--- src/led_fault_defs.svh ---
`ifndef LED_FAULT_DEFS_SVH
`define LED_FAULT_DEFS_SVH

// ----------------------------------------------------------------
// clock and phase times (ms)
// ----------------------------------------------------------------
// 50 MHz clock, 50000 cycles per ms
`define CLK_KHZ          32'h0000_C350
// 50 ms short on
`define SHORT_ON_MS      32'h0000_0032
// 500 ms medium on
`define MEDIUM_ON_MS     32'h0000_01F4
// 1000 ms pause after a bit
`define PAUSE_OFF_MS     32'h0000_03E8
// 2000 ms end signal and end pause
`define END_ON_MS        32'h0000_07D0
`define END_OFF_MS       32'h0000_07D0
// 10000 ms overload hold-off
`define OVERLOAD_HOLD_MS 32'h0000_2710
// 500 ms half period of the legacy flash
`define LEGACY_HALF_MS   32'h0000_01F4

// ----------------------------------------------------------------
// code layout and thresholds
// ----------------------------------------------------------------
`define CODE_W           6
`define TOP_BIT          3'h5
// 70 C set, 55 C clear
`define TEMP_SET_C       8'h46
`define TEMP_CLR_C       8'h37
`define FAULT_CONVERTER  4'h2
`define FAULT_OVERTEMP   4'h3

// ----------------------------------------------------------------
// register port
// ----------------------------------------------------------------
`define REG_AW           4
`define REG_DW           16
`define REG_CTRL         4'h0
`define REG_STATUS       4'h1
`define REG_MASK         4'h2
`define REG_SHOWN        4'h3
`define REG_ACTIVE       4'h4
`define CTRL_LEGACY      0
`define EV_FRAME         0
`define EV_RAISE         1
`define EV_CLEAR         2
`define EV_W             3
`define CTRL_RST         1'h0
`define MASK_RST         3'h0
`define STATUS_RST       3'h0

`endif

--- src/led_fault_pkg.sv ---
`include "led_fault_defs.svh"

package led_fault_pkg;

    typedef struct packed {
        logic matrix_link;
        logic ext_source_link;
        logic transformer_link;
        logic ext_electronic_link;
        logic addon_module_link;
        logic user_if2_link;
        logic front_panel_link;
        logic safety_link;
        logic earth_test_link;
        logic insulation_test_link;
        logic measurement_function_link;
        logic measurement_processor_link;
        logic test_processor_link;
        logic converter_fail;
        logic overload;
    } fault_in_s;

    typedef struct packed {
        logic [`REG_AW-1:0] addr;
        logic [`REG_DW-1:0] wdata;
        logic               we;
        logic               re;
    } reg_req_s;

    typedef enum logic [5:0] {
        PH_IDLE    = 6'h01,
        PH_BIT_ON  = 6'h02,
        PH_BIT_OFF = 6'h04,
        PH_END_ON  = 6'h08,
        PH_END_OFF = 6'h10,
        PH_LEGACY  = 6'h20
    } phase_e;

endpackage : led_fault_pkg

--- src/led_fault_blink.sv ---
// Operation
// - each fault shown as six data bits then an end part
// - a zero bit is a 50 ms on phase
// - a one bit is a 500 ms on phase
// - each bit is followed by a 1000 ms off pause
// - after six bits, 2000 ms on then 2000 ms off
// - frames repeat whole; fault changes only at a frame boundary
// - with several faults only one code is shown
// - legacy mode flashes on overtemperature only
// - numbers: test processor 1, converter 2, overtemperature 3
// - measurement processor 4, function 5, insulation 6, earth 7
// - safety 8, front panel 9, second user interface 10, add-on 11
// - electronic source 12, transformer 13, source 14, matrix 15
// - overtemperature above 70 C, cleared below 55 C
// - overload converter fault clears within 10 s
//
// Decided for this implementation: the placing of the registers and the address-and-strobe port.
`timescale 1ns/1ps
`include "led_fault_defs.svh"

module led_fault_blink
#(
    parameter logic [31:0] SHORT_ON_CYC  = 32'(`SHORT_ON_MS * `CLK_KHZ),
    parameter logic [31:0] MEDIUM_ON_CYC = 32'(`MEDIUM_ON_MS * `CLK_KHZ),
    parameter logic [31:0] PAUSE_CYC     = 32'(`PAUSE_OFF_MS * `CLK_KHZ),
    parameter logic [31:0] END_ON_CYC    = 32'(`END_ON_MS * `CLK_KHZ),
    parameter logic [31:0] END_OFF_CYC   = 32'(`END_OFF_MS * `CLK_KHZ),
    parameter logic [31:0] LEGACY_CYC    = 32'(`LEGACY_HALF_MS * `CLK_KHZ),
    parameter logic [31:0] HOLD_CYC = 32'(`OVERLOAD_HOLD_MS * `CLK_KHZ)
)
(
    input  wire logic                     clk,
    input  wire logic                     reset_n,
    input  wire led_fault_pkg::fault_in_s faults,
    input  wire logic [7:0]               temp_c,
    input  wire led_fault_pkg::reg_req_s  reg_req,
    output logic [`REG_DW-1:0]            reg_rdata,
    output logic                          led,
    output logic                          irq
);

    // ----------------------------------------------------------------
    // declarations
    // ----------------------------------------------------------------
    led_fault_pkg::phase_e state_r;
    led_fault_pkg::phase_e state_nxt;
    logic [31:0]           cnt_r;
    logic [2:0]            bit_idx_r;
    logic [2:0]            bit_idx_nxt;
    logic [`CODE_W-1:0]    code_r;
    logic [`CODE_W-1:0]    code_nxt;
    logic                  flash_r;
    logic                  flash_nxt;
    logic                  led_r;
    logic                  done;
    logic                  restart;
    logic                  overtemp;
    logic                  converter_fault;
    logic [15:0]           fault_vec;
    logic                  fault_any_r;
    logic                  legacy_r;
    logic [`EV_W-1:0]      status_r;
    logic [`EV_W-1:0]      mask_r;
    logic [`EV_W-1:0]      events;
    logic [`REG_DW-1:0]    rdata_r;

    // ----------------------------------------------------------------
    // helpers
    // ----------------------------------------------------------------
    function automatic logic [31:0] phase_len(
        input led_fault_pkg::phase_e ph,
        input logic                  bitv
    );
        logic [31:0] len;
        len = 32'h0000_0001;
        case (ph)
            led_fault_pkg::PH_BIT_ON:  len = bitv ? MEDIUM_ON_CYC
                                                  : SHORT_ON_CYC;
            led_fault_pkg::PH_BIT_OFF: len = PAUSE_CYC;
            led_fault_pkg::PH_END_ON:  len = END_ON_CYC;
            led_fault_pkg::PH_END_OFF: len = END_OFF_CYC;
            led_fault_pkg::PH_LEGACY:  len = LEGACY_CYC;
            default:                   len = 32'h0000_0001;
        endcase
        return len;
    endfunction : phase_len

    // scans down so the last hit is the lowest number
    function automatic logic [`CODE_W-1:0] lowest_fault(
        input logic [15:0] v
    );
        logic [`CODE_W-1:0] num;
        num = '0;
        for (int i = 15; i >= 1; i--)
        begin
            if (v[i])
                num = `CODE_W'(i);
        end
        return num;
    endfunction : lowest_fault

    // ----------------------------------------------------------------
    // fault sources
    // ----------------------------------------------------------------
    temp_hysteresis u_temp
    (
        .clk     (clk),
        .reset_n (reset_n),
        .temp_c  (temp_c),
        .over_r  (overtemp)
    );

    overload_hold #(.HOLD_CYC(HOLD_CYC)) u_hold
    (
        .clk            (clk),
        .reset_n        (reset_n),
        .converter_fail (faults.converter_fail),
        .overload       (faults.overload),
        .fault_r        (converter_fault)
    );

    always_comb
    begin
        fault_vec = 16'h0000;
        fault_vec[1]                = faults.test_processor_link;
        fault_vec[`FAULT_CONVERTER] = converter_fault;
        fault_vec[`FAULT_OVERTEMP]  = overtemp;
        fault_vec[4]  = faults.measurement_processor_link;
        fault_vec[5]  = faults.measurement_function_link;
        fault_vec[6]  = faults.insulation_test_link;
        fault_vec[7]  = faults.earth_test_link;
        fault_vec[8]  = faults.safety_link;
        fault_vec[9]  = faults.front_panel_link;
        fault_vec[10] = faults.user_if2_link;
        fault_vec[11] = faults.addon_module_link;
        fault_vec[12] = faults.ext_electronic_link;
        fault_vec[13] = faults.transformer_link;
        fault_vec[14] = faults.ext_source_link;
        fault_vec[15] = faults.matrix_link;
    end

    // ----------------------------------------------------------------
    // phase sequencer
    // ----------------------------------------------------------------
    assign done = (cnt_r == 32'h0000_0000);

    always_comb
    begin
        state_nxt   = state_r;
        bit_idx_nxt = bit_idx_r;
        code_nxt    = code_r;
        flash_nxt   = flash_r;
        case (state_r)
            led_fault_pkg::PH_IDLE:
            begin
                if (legacy_r)
                begin
                    if (overtemp)
                    begin
                        state_nxt = led_fault_pkg::PH_LEGACY;
                        flash_nxt = 1'b1;
                    end
                end
                else if (|fault_vec)
                begin
                    state_nxt   = led_fault_pkg::PH_BIT_ON;
                    code_nxt    = lowest_fault(fault_vec);
                    bit_idx_nxt = `TOP_BIT;
                end
            end
            led_fault_pkg::PH_BIT_ON:
            begin
                if (done)
                    state_nxt = led_fault_pkg::PH_BIT_OFF;
            end
            led_fault_pkg::PH_BIT_OFF:
            begin
                if (done && bit_idx_r == 3'h0)
                    state_nxt = led_fault_pkg::PH_END_ON;
                else if (done)
                begin
                    state_nxt   = led_fault_pkg::PH_BIT_ON;
                    bit_idx_nxt = bit_idx_r - 3'h1;
                end
            end
            led_fault_pkg::PH_END_ON:
            begin
                if (done)
                    state_nxt = led_fault_pkg::PH_END_OFF;
            end
            led_fault_pkg::PH_END_OFF:
            begin
                if (done)
                    state_nxt = led_fault_pkg::PH_IDLE;
            end
            led_fault_pkg::PH_LEGACY:
            begin
                // leave only after a full off half
                if (done)
                begin
                    flash_nxt = !flash_r;
                    if (!flash_r && (!legacy_r || !overtemp))
                        state_nxt = led_fault_pkg::PH_IDLE;
                end
            end
            default:
            begin
                state_nxt = led_fault_pkg::PH_IDLE;
            end
        endcase
    end

    assign restart = (state_nxt != state_r)
                     || (state_r == led_fault_pkg::PH_LEGACY && done);

    always_ff @(posedge clk or negedge reset_n)
    begin
        if (!reset_n)
        begin
            state_r   <= led_fault_pkg::PH_IDLE;
            bit_idx_r <= 3'h0;
            code_r    <= '0;
            flash_r   <= 1'b0;
        end
        else
        begin
            state_r   <= state_nxt;
            bit_idx_r <= bit_idx_nxt;
            code_r    <= code_nxt;
            flash_r   <= flash_nxt;
        end
    end

    // phase length from the next phase and, for a bit on phase, the bit value
    always_ff @(posedge clk or negedge reset_n)
    begin
        if (!reset_n)
            cnt_r <= 32'h0000_0000;
        else if (restart)
            cnt_r <= phase_len(state_nxt, code_nxt[bit_idx_nxt])
                     - 32'h0000_0001;
        else if (!done)
            cnt_r <= cnt_r - 32'h0000_0001;
    end

    always_ff @(posedge clk or negedge reset_n)
    begin
        if (!reset_n)
            led_r <= 1'b0;
        else
            led_r <= (state_nxt == led_fault_pkg::PH_BIT_ON)
                     || (state_nxt == led_fault_pkg::PH_END_ON)
                     || (state_nxt == led_fault_pkg::PH_LEGACY
                         && flash_nxt);
    end

    assign led = led_r;

    // ----------------------------------------------------------------
    // events and interrupt
    // ----------------------------------------------------------------
    always_ff @(posedge clk or negedge reset_n)
    begin
        if (!reset_n)
            fault_any_r <= 1'b0;
        else
            fault_any_r <= |fault_vec;
    end

    always_comb
    begin
        events = '0;
        events[`EV_FRAME] = (state_r == led_fault_pkg::PH_END_OFF)
                            && done;
        events[`EV_RAISE] = (|fault_vec) && !fault_any_r;
        events[`EV_CLEAR] = !(|fault_vec) && fault_any_r;
    end

    // set beats a same-cycle write-one clear
    always_ff @(posedge clk or negedge reset_n)
    begin
        if (!reset_n)
            status_r <= `STATUS_RST;
        else if (reg_req.we && reg_req.addr == `REG_STATUS)
            status_r <= (status_r & ~reg_req.wdata[`EV_W-1:0]) | events;
        else
            status_r <= status_r | events;
    end

    assign irq = |(status_r & mask_r);

    // ----------------------------------------------------------------
    // register port
    // ----------------------------------------------------------------
    // legacy mode takes effect at the next frame boundary
    always_ff @(posedge clk or negedge reset_n)
    begin
        if (!reset_n)
            legacy_r <= `CTRL_RST;
        else if (reg_req.we && reg_req.addr == `REG_CTRL)
            legacy_r <= reg_req.wdata[`CTRL_LEGACY];
    end

    always_ff @(posedge clk or negedge reset_n)
    begin
        if (!reset_n)
            mask_r <= `MASK_RST;
        else if (reg_req.we && reg_req.addr == `REG_MASK)
            mask_r <= reg_req.wdata[`EV_W-1:0];
    end

    // data valid only in the cycle after the read strobe
    always_ff @(posedge clk or negedge reset_n)
    begin
        if (!reset_n)
            rdata_r <= '0;
        else if (reg_req.re)
        begin
            case (reg_req.addr)
                `REG_CTRL:   rdata_r <= {15'h0000, legacy_r};
                `REG_STATUS: rdata_r <= {13'h0000, status_r};
                `REG_MASK:   rdata_r <= {13'h0000, mask_r};
                `REG_SHOWN:  rdata_r <= {4'h0, state_r, code_r};
                `REG_ACTIVE: rdata_r <= fault_vec;
                default:     rdata_r <= '0;
            endcase
        end
        else
            rdata_r <= '0;
    end

    assign reg_rdata = rdata_r;

    // ----------------------------------------------------------------
    // checks
    // ----------------------------------------------------------------
    a_zero_short_on: assert property (
        @(posedge clk) disable iff (!reset_n)
        (restart && state_nxt == led_fault_pkg::PH_BIT_ON
         && !code_nxt[bit_idx_nxt])
        |=> led_r && cnt_r == SHORT_ON_CYC - 32'h0000_0001)
        else $error("zero bit on phase has wrong length");

    a_one_medium_on: assert property (
        @(posedge clk) disable iff (!reset_n)
        (restart && state_nxt == led_fault_pkg::PH_BIT_ON
         && code_nxt[bit_idx_nxt])
        |=> led_r && cnt_r == MEDIUM_ON_CYC - 32'h0000_0001)
        else $error("one bit on phase has wrong length");

    a_bit_pause_off: assert property (
        @(posedge clk) disable iff (!reset_n)
        (state_r == led_fault_pkg::PH_BIT_ON && done)
        |=> state_r == led_fault_pkg::PH_BIT_OFF && !led_r
            && cnt_r == PAUSE_CYC - 32'h0000_0001)
        else $error("bit pause missing or wrong length");

    a_end_part_seq: assert property (
        @(posedge clk) disable iff (!reset_n)
        (state_r == led_fault_pkg::PH_END_ON && done)
        |=> state_r == led_fault_pkg::PH_END_OFF && !led_r
            && cnt_r == END_OFF_CYC - 32'h0000_0001)
        else $error("end pause not following end signal");

    a_six_bits_end: assert property (
        @(posedge clk) disable iff (!reset_n)
        (state_r == led_fault_pkg::PH_BIT_OFF && done)
        |=> (state_r == led_fault_pkg::PH_END_ON)
            == ($past(bit_idx_r) == 3'h0))
        else $error("end part not after sixth bit");

    a_code_frozen: assert property (
        @(posedge clk) disable iff (!reset_n)
        (state_r != led_fault_pkg::PH_IDLE) |=> $stable(code_r))
        else $error("code changed inside a frame");

    a_lowest_wins: assert property (
        @(posedge clk) disable iff (!reset_n)
        (state_r == led_fault_pkg::PH_IDLE
         && state_nxt == led_fault_pkg::PH_BIT_ON)
        |=> code_r == lowest_fault($past(fault_vec)))
        else $error("frame did not take lowest fault");

    a_msb_first: assert property (
        @(posedge clk) disable iff (!reset_n)
        (state_r == led_fault_pkg::PH_BIT_OFF && done
         && bit_idx_r != 3'h0)
        |=> bit_idx_r == $past(bit_idx_r) - 3'h1)
        else $error("bit order not descending");

    a_legacy_quiet: assert property (
        @(posedge clk) disable iff (!reset_n)
        (state_r == led_fault_pkg::PH_IDLE && legacy_r && !overtemp)
        |=> !led_r)
        else $error("legacy mode shows a non-temperature fault");

    c_frame_done: cover property (
        @(posedge clk) disable iff (!reset_n) events[`EV_FRAME]);

    c_one_bit: cover property (
        @(posedge clk) disable iff (!reset_n)
        state_r == led_fault_pkg::PH_BIT_ON
        && cnt_r == MEDIUM_ON_CYC - 32'h0000_0001);

    c_legacy_flash: cover property (
        @(posedge clk) disable iff (!reset_n)
        state_r == led_fault_pkg::PH_LEGACY && done && flash_r);

    c_irq_raised: cover property (
        @(posedge clk) disable iff (!reset_n) irq);

endmodule : led_fault_blink

--- src/temp_hysteresis.sv ---
`timescale 1ns/1ps
`include "led_fault_defs.svh"

module temp_hysteresis
(
    input  wire logic       clk,
    input  wire logic       reset_n,
    input  wire logic [7:0] temp_c,
    output logic            over_r
);

    // set above 70, clear below 55
    always_ff @(posedge clk or negedge reset_n)
    begin
        if (!reset_n)
            over_r <= 1'b0;
        else if (temp_c > `TEMP_SET_C)
            over_r <= 1'b1;
        else if (temp_c < `TEMP_CLR_C)
            over_r <= 1'b0;
    end

    a_temp_set_high: assert property (
        @(posedge clk) disable iff (!reset_n)
        (temp_c > `TEMP_SET_C) |=> over_r)
        else $error("overtemperature not set above threshold");

    a_temp_hold_band: assert property (
        @(posedge clk) disable iff (!reset_n)
        (over_r && temp_c >= `TEMP_CLR_C) |=> over_r)
        else $error("overtemperature dropped inside band");

endmodule : temp_hysteresis

--- src/overload_hold.sv ---
`timescale 1ns/1ps
`include "led_fault_defs.svh"

module overload_hold
#(
    parameter logic [31:0] HOLD_CYC = 32'(`OVERLOAD_HOLD_MS * `CLK_KHZ)
)
(
    input  wire logic clk,
    input  wire logic reset_n,
    input  wire logic converter_fail,
    input  wire logic overload,
    output logic      fault_r
);

    logic [31:0] hold_cnt_r;

    // overload fault drops within the hold-off
    always_ff @(posedge clk or negedge reset_n)
    begin
        if (!reset_n)
            hold_cnt_r <= 32'h0000_0000;
        else if (overload)
            hold_cnt_r <= HOLD_CYC - 32'h0000_0001;
        else if (hold_cnt_r != 32'h0000_0000)
            hold_cnt_r <= hold_cnt_r - 32'h0000_0001;
    end

    always_ff @(posedge clk or negedge reset_n)
    begin
        if (!reset_n)
            fault_r <= 1'b0;
        else
            fault_r <= converter_fail | overload
                       | (hold_cnt_r != 32'h0000_0000);
    end

    a_overload_sets: assert property (
        @(posedge clk) disable iff (!reset_n)
        overload |=> fault_r ##1 fault_r)
        else $error("overload did not raise converter fault");

    a_overload_clears: assert property (
        @(posedge clk) disable iff (!reset_n)
        (!overload && !converter_fail && hold_cnt_r == 32'h0000_0000)
        |=> !fault_r)
        else $error("converter fault held past hold-off");

endmodule : overload_hold

--- config.mk ---
export PLATFORM = sky130hd
export DESIGN_NAME = led_fault_blink
export DESIGN_NICKNAME = d
export VERILOG_FILES = /design/src/led_fault_pkg.sv /design/src/led_fault_blink.sv /design/src/temp_hysteresis.sv /design/src/overload_hold.sv
export VERILOG_INCLUDE_DIRS = /design/src
export SDC_FILE = /design/constraint.sdc
export NUM_CORES = 1
export LEC_CHECK = 0
export BUFFER_PORTS_ARGS = -buffer_cell sky130_fd_sc_hd__buf_4
export CAP_MARGIN = 20
export CORE_MARGIN = 2
export CORE_UTILIZATION = 25
export CTS_BUF_LIST = sky130_fd_sc_hd__clkbuf_8
export DETAILED_ROUTE_END_ITERATION = 8
export PLACE_DENSITY = 0.41
export SLEW_MARGIN = 5
export SYNTH_ARGS = -nofsm -noshare
export SYNTH_HDL_FRONTEND = slang
export SYNTH_SLANG_ARGS = --single-unit
--- constraint.sdc ---
create_clock -name clk -period 7.4 [get_ports clk]
set_clock_uncertainty 0.15 [all_clocks]
set_input_delay 0.74 -clock clk [delete_from_list [all_inputs] [get_ports clk]]
set_output_delay 0.74 -clock clk [all_outputs]
set_load 0.01 [all_outputs]
# Yosys cells after proc, flatten, opt, wreduce, memory -nomap -nowiden

Cells that the tools add are included.

Add/subtract/negate cells: 4
$lt $le $gt $ge: 3
Equality and inequality tests: 17
Mux-type cells: 52
Bitwise gates (word level): 7
Reduce and logical (&&, ||, !) cells: 28

Operator list:

| operator                | count |
|---|---|
| $mux W6                 | 27 |
| $mux W32                | 5 |
| $pmux W27 S4            | 1 |
| $sub A32 B1 Y32 const B | 3 |
| $pmux W16 S5            | 1 |
| $pmux W6 S6             | 1 |
| $logic_not A32 Y1       | 1 |
| $reduce_bool A32 Y1     | 1 |
| $mux W25                | 1 |
| $mux W16                | 1 |
| $mux W3                 | 5 |
| $reduce_or A15 Y1       | 1 |
| $eq A6 B2 Y1 const B    | 2 |
| $eq A6 B3 Y1 const B    | 2 |
| $eq A6 B4 Y1 const B    | 2 |
| $eq A6 B5 Y1 const B    | 2 |
| $eq A6 B6 Y1 const B    | 2 |
| $logic_and A1 B1 Y1     | 10 |
| $eq A4 B2 Y1 const B    | 2 |
| $gt A8 B7 Y1 const B    | 1 |
| $lt A8 B6 Y1 const B    | 1 |
| $and A3 B3 Y3           | 2 |
| $eq A6 B1 Y1 const B    | 1 |
| $mux W1                 | 6 |
| 20 further kinds        | 30 |

Bits in registers: 107
Logic and storage cells: 125

# Logic depth before layout (Yosys ltp)

Depth after elaboration: 25
Depth in mapped cells: 20
Mapped depth without buffers: 16

# Hierarchy

From an unflattened synthesis, not the netlist that was laid out.

Cell total of the unflattened synthesis: 690
Area, all modules: 6311.1 um2

Modules (own cells, without submodules):

| module          | instances | cells an instance | area an instance (um2) |
|---|---|---|---|
| led_fault_blink | 1         | 495               | 4439.3 |
| overload_hold   | 1         | 189               | 1813.0 |
| temp_hysteresis | 1         | 6                 | 58.8 |

# Worst setup path after synthesis

OpenSTA, ideal clock, no wires.

Kind: input to register
Start point: in faults[7] (netlist name)
End point: reg cnt_r[18]
Setup time: 131 ps
Arrival time: 4373 ps
Data required time: 7119 ps
Slack: 2746 ps
Stages: 16
Path buffers: 4
Cell sequence: nor4_1 -> and4_1 -> clkbuf_1 -> o21ai_1 -> a221oi_2 -> o211a_2 -> buf_2 -> buf_1 -> buf_1 -> nand2_1 -> ha_1 -> and2_1 -> a21oi_1 -> a21oi_1 -> and4b_1 -> or3_1

Cells in the longest elaborated chain, start to end: 18

RTL lines:

| what                          | line                   | text |
|---|---|---|
| start, declared               | led_fault_blink.sv:34  | `input wire led_fault_pkg::fault_in_s faults,` |
| $mux W6 (8 in series)         | led_fault_blink.sv:96  | `if (v[i])` |
| $mux W6                       | led_fault_blink.sv:164 | `else if (\|fault_vec)` |
| $mux W6                       | led_fault_blink.sv:156 | `if (legacy_r)` |
| $mux W6                       | led_fault_blink.sv:153 | `case (state_r)` |
| $bmux W1 S3                   | led_fault_blink.sv:240 | `cnt_r <= phase_len(state_nxt, code_nxt[bit_idx_nxt])` |
| $mux W1 (not written as such) | led_fault_blink.sv:240 |  |
| $mux W25                      | led_fault_blink.sv:77  | `led_fault_pkg::PH_BIT_ON: len = bitv ? MEDIUM_ON_CYC` |
| $pmux W27 S4                  | led_fault_blink.sv:76  | `case (ph)` |
| $mux W32                      | led_fault_blink.sv:239 | `else if (restart)` |
| $sub A32 B1 Y32               | led_fault_blink.sv:241 | `- 32'h0000_0001;` |
| $mux W32                      | led_fault_blink.sv:239 |  |
| end signal, assigned          | led_fault_blink.sv:240 |  |
| end signal, assigned          | led_fault_blink.sv:243 | `cnt_r <= cnt_r - 32'h0000_0001;` |
| end, declared                 | led_fault_blink.sv:47  | `logic [31:0] cnt_r;` |

Parallel ways exist; a longest one is shown, timed or not. The select of a mux whose other input is x is not followed.
A chain may end at the register's enable or synchronous reset.

# Worst setup path in the final report

Start point: reg cnt_r[18]
End point: reg cnt_r[18]

Cells in the longest elaborated chain, start to end: 11

RTL lines:

| what                                                  | line                                           | text |
|---|---|---|
| $logic_not A32 Y1                                     | led_fault_blink.sv:145                         | `assign done = (cnt_r == 32'h0000_0000);` |
| $mux W3 / $logic_and A1 B1 Y1 (equally long branches) | led_fault_blink.sv:180, led_fault_blink.sv:178 |  |
| $mux W3                                               | led_fault_blink.sv:178                         | `if (done && bit_idx_r == 3'h0)` |
| $pmux W3 S2                                           | led_fault_blink.sv:153                         |  |
| $bmux W1 S3                                           | led_fault_blink.sv:240                         |  |
| $mux W1 (not written as such)                         | led_fault_blink.sv:240                         |  |
| $mux W25                                              | led_fault_blink.sv:77                          |  |
| $pmux W27 S4                                          | led_fault_blink.sv:76                          |  |
| $mux W32                                              | led_fault_blink.sv:239                         |  |
| $sub A32 B1 Y32                                       | led_fault_blink.sv:241                         |  |
| $mux W32                                              | led_fault_blink.sv:239                         |  |

Parallel ways exist; a longest one is shown, timed or not. The select of a mux whose other input is x is not followed.

==> results.md <==
- The run finished with clean final reports.
- In this run the vertical extent of the chip is 165 um.
- The post-route netlist has 16.3% of its cells at a drive strength greater than 1.
- The maximum ir drop on the vdd rail is 180 uV.
- The final total power is 2490 uW.
- The routed layout has 5583 vias.
- The full die area is 27100 um2.
- Compared with the post-synthesis result, the final layout area differs by 13.7%.
- The wire length after detailed routing is 17900 um.
- Yosys instantiated no cell more often than sky130_fd_sc_hd__dfrtp_1.
- The number of H-tree levels is 3.
- The count of buffers added on input and output ports is 51.
- The top cell type by total area after synthesis is sky130_fd_sc_hd__dfrtp_1.
- The count of buffers added by post-CTS timing repair for setup is 0.
- Setup slack on the worst reg-to-reg path comes out at 1.63 ns.
- The number of antenna violations at the first check in global routing is 0.
- After filler insertion, the fill cell instance count of the layout stands at 2680.
- In this run, post-CTS repair resized a total of 0 instances.
- In the synthesized netlist the async set-or-reset flop fraction comes to 100%.
- In this run the biggest area consumer among cell types represents 41.2% of the synthesized area.
- The share of the yosys chip area belonging to registers is 41.6%.
- The endpoint arrival time on the critical path is 5.90 ns.
- The post-layout net count is 793.
- The count of final max-slew check failures came to 0.
- The post-synthesis instance area is 6440 um2.
- The category of the critical setup timing path is reg -> reg.
- After detailed routing, the number of remaining DRC violations is 0.
- The setup total negative slack is 0 ns.
- Yosys attributes the largest share of cell area to sky130_fd_sc_hd__dfrtp_1 41%, sky130_fd_sc_hd__a21oi_1 3.7%, sky130_fd_sc_hd__nand2_1 3.3%, sky130_fd_sc_hd__nor2_1 3.3%, sky130_fd_sc_hd__nor3_1 3.0%.
- The root buffer selected by CTS is sky130_fd_sc_hd__clkbuf_8.
- For this run, the leading register cell type out of synthesis is sky130_fd_sc_hd__dfrtp_1.
- The tightest min-delay check is of the in -> async type.
- The worst path uses 77.9% of the clock period.
- The number of antenna diodes in the final layout is 0.
- Setup repair after global routing left no endpoint under its margin.
- The residual antenna-violating net count after detailed routing is 0.
- Measured against its own limit, the worst slew margin works out to 30.3%.
- The number of global-route vias before repair came to 5496.
- Counting distinct cell types in the post-synthesis netlist gives 80.
- The worst hold-check slack is 0.199 ns.
- The initial utilization of the core area, before any placement, comes to 25.5%.
- The clock buffer count from CTS is 9.
- The commonest cells after synthesis are 106 x sky130_fd_sc_hd__dfrtp_1, 57 x sky130_fd_sc_hd__nand2_1, 56 x sky130_fd_sc_hd__nor2_1.
- Clock latency on the worst-skew pair, taken at its later pin, is 0.39 ns.
- Of all nets on the critical path, the largest fanout is 13.
- The number of instances in the synthesized netlist is 703.
- The type of element capturing the critical path is a register.
- After clock tree synthesis, the clock-pin slew on the worst setup and hold paths is 0.11 ns.
- The placed cell count is 1061.
- The number of nets in the synthesized netlist is 754.
- No sink is reached through more buffers than the 2 on the longest clock path.
- After detailed routing, the average wire length per cell comes to 16.7 um.
- The number of hold buffers added after cts is 0.
- Based on the critical path, the design can be clocked at up to 173 MHz.
- The total core area is 25300 um2.
- The measured slew at the worst slew-check pin is 1.04 ns.
- The die width is 165 um.
- The final worst-path setup slack is 1.63 ns.
- The endpoint required time on the critical path is 7.53 ns.
- The number of hold violations in the final report came to 0.
- The tree built by TritonCTS fans out to 107 sinks.
- The via density per instance is 5.18.
- Yosys mapped a number of flops with a built-in enable equal to 0.
- After legalization and detailed placement, the total HPWL measured 12800 um.
- TritonCTS built the clock tree.
- The detailed router finished its first iteration with 308 violations.
- The tool flagged a number of max-cap violations equal to 0.
- The smallest clock period supported by the final layout is computed as 5.77 ns.
- In this run the power density over the cells is 340 nW/um2.
- The congestion estimate from routability-driven global placement came to 0.826.
- The final global-route overflow total is 0.
- The startpoint kind of the worst setup timing path is a register.
- The flop and latch count out of synthesis is 107.
- Across every metal layer, demand over resource in global routing totals 13.8%.
- The number of warnings issued by yosys is 0.
- The global-route wire length before repair is 29600 um.
- Leaving out filler cells and counting taps, the final layout contains 1077.
- The mean post-synth cell area is 9.17 um2.
- The first-pass iteration count of the detailed router is 5.
- Setup violations remaining at the end of the flow were counted as 0.
- The placement-stage worst setup slack is 1.66 ns.
- The number of primary I/O pins is 65.
- The pin count of the biggest net entering global routing is 63.
- The number of placement rows is 58.
- For this design the static power due to leakage is 0.00284 uW.
-- final cells by class --
type / count / area, um2 / area share (%)
clock buffers: 9 / 124 / 1.69
clock inverters: 7 / 45.0 / 0.615
inverters: 22 / 82.6 / 1.13
multi-input cells: 543 / 3540 / 48.4
flip-flops and latches: 107 / 2680 / 36.6
well taps: 330 / 413 / 5.63
repair buffers: 59 / 440 / 6.01
-- flip-flops by register name (all words and copies together) (netlist names), 3 cells and up --
register	cells
state_r	6
cnt_r	32
u_hold.hold_cnt_r	32
mask_r	3
bit_idx_r	3
status_r	3
reg_rdata	16
code_r	6
-- final timing paths --
path	cells past startpoint	to	from
setup / recovery	15	cnt_r[18]	cnt_r[18]
hold / removal	1	reg_rdata[2]	reset_n
setup reg to reg	15	cnt_r[18]	cnt_r[18]
hold reg to reg	1	status_r[1]	fault_any_r
max in group asynchronous	2	bit_idx_r[0]	reset_n
min in group clk	1	status_r[1]	fault_any_r
-- worst max-delay path, stage by stage (launching register included) --
cell	delay [ns]
sky130_fd_sc_hd__dfrtp_1	0.43
sky130_fd_sc_hd__nor3_1	0.43
sky130_fd_sc_hd__nand4_1	0.62
sky130_fd_sc_hd__or3_1	0.85
sky130_fd_sc_hd__a211oi_2	0.39
sky130_fd_sc_hd__o211ai_1	0.27
sky130_fd_sc_hd__nand3b_1	0.50
sky130_fd_sc_hd__nand2_1	0.20
sky130_fd_sc_hd__nand2_1	0.07
sky130_fd_sc_hd__ha_1	0.30
sky130_fd_sc_hd__nand3_1	0.11
sky130_fd_sc_hd__a21oi_1	0.05
sky130_fd_sc_hd__a21oi_1	0.59
sky130_fd_sc_hd__a21oi_1	0.15
sky130_fd_sc_hd__and4b_1	0.22
sky130_fd_sc_hd__or3_1	0.29
-- per-layer routing --
metal / up-vias / routed length, um / track usage, %
met5: - / 0 / 0
met4: 0 / 256 / 3.64
met3: 13 / 877 / 2.79
met2: 148 / 8120 / 22.3
met1: 2750 / 8680 / 19.0
li1: 2672 / - / -
-- logic make-up after synthesis --
logic type	synth area share [%]
fa+ha+maj	0.777
simple gates	27.3
xor+xnor	4.21
flops	41.6
buf+inv	3.53
mux	2.15
compound gates	20.4
-- report_power, final --
part | switching (uW) | internal [uW]
Combinational | 840 | 485
Sequential | 136 | 693
Clock | 215 | 122
-- per-stage QoR --
step                      area [um2]  utilization [%]
final                           7330             29.0
after global routing            7330             29.0
after CTS                       7330             29.0
after detailed placement        7160             28.3
after global placement          7150             28.3
after floorplan                 6440                -
-- cell usage in the layout (no fill, tap or decap), types with 8 or more instances in the layout --
cell / n
sky130_fd_sc_hd__inv_1: 24
sky130_fd_sc_hd__buf_4: 58
sky130_fd_sc_hd__nor4_2: 8
sky130_fd_sc_hd__nor3_1: 39
sky130_fd_sc_hd__nand2b_1: 25
sky130_fd_sc_hd__or3_1: 13
sky130_fd_sc_hd__a21oi_1: 48
sky130_fd_sc_hd__or4_1: 8
sky130_fd_sc_hd__dfrtp_1: 106
sky130_fd_sc_hd__nor4_1: 15
sky130_fd_sc_hd__nand2_1: 57
sky130_fd_sc_hd__nand3_1: 16
sky130_fd_sc_hd__nor2_1: 56
sky130_fd_sc_hd__and3_1: 13
sky130_fd_sc_hd__xnor2_1: 17
sky130_fd_sc_hd__a211oi_1: 8
sky130_fd_sc_hd__a21o_1: 8
sky130_fd_sc_hd__xor2_1: 14
sky130_fd_sc_hd__a22oi_1: 13
sky130_fd_sc_hd__clkbuf_8: 9
sky130_fd_sc_hd__o21ai_0: 35
No activity file was read; power rests on OpenSTA's default activity.
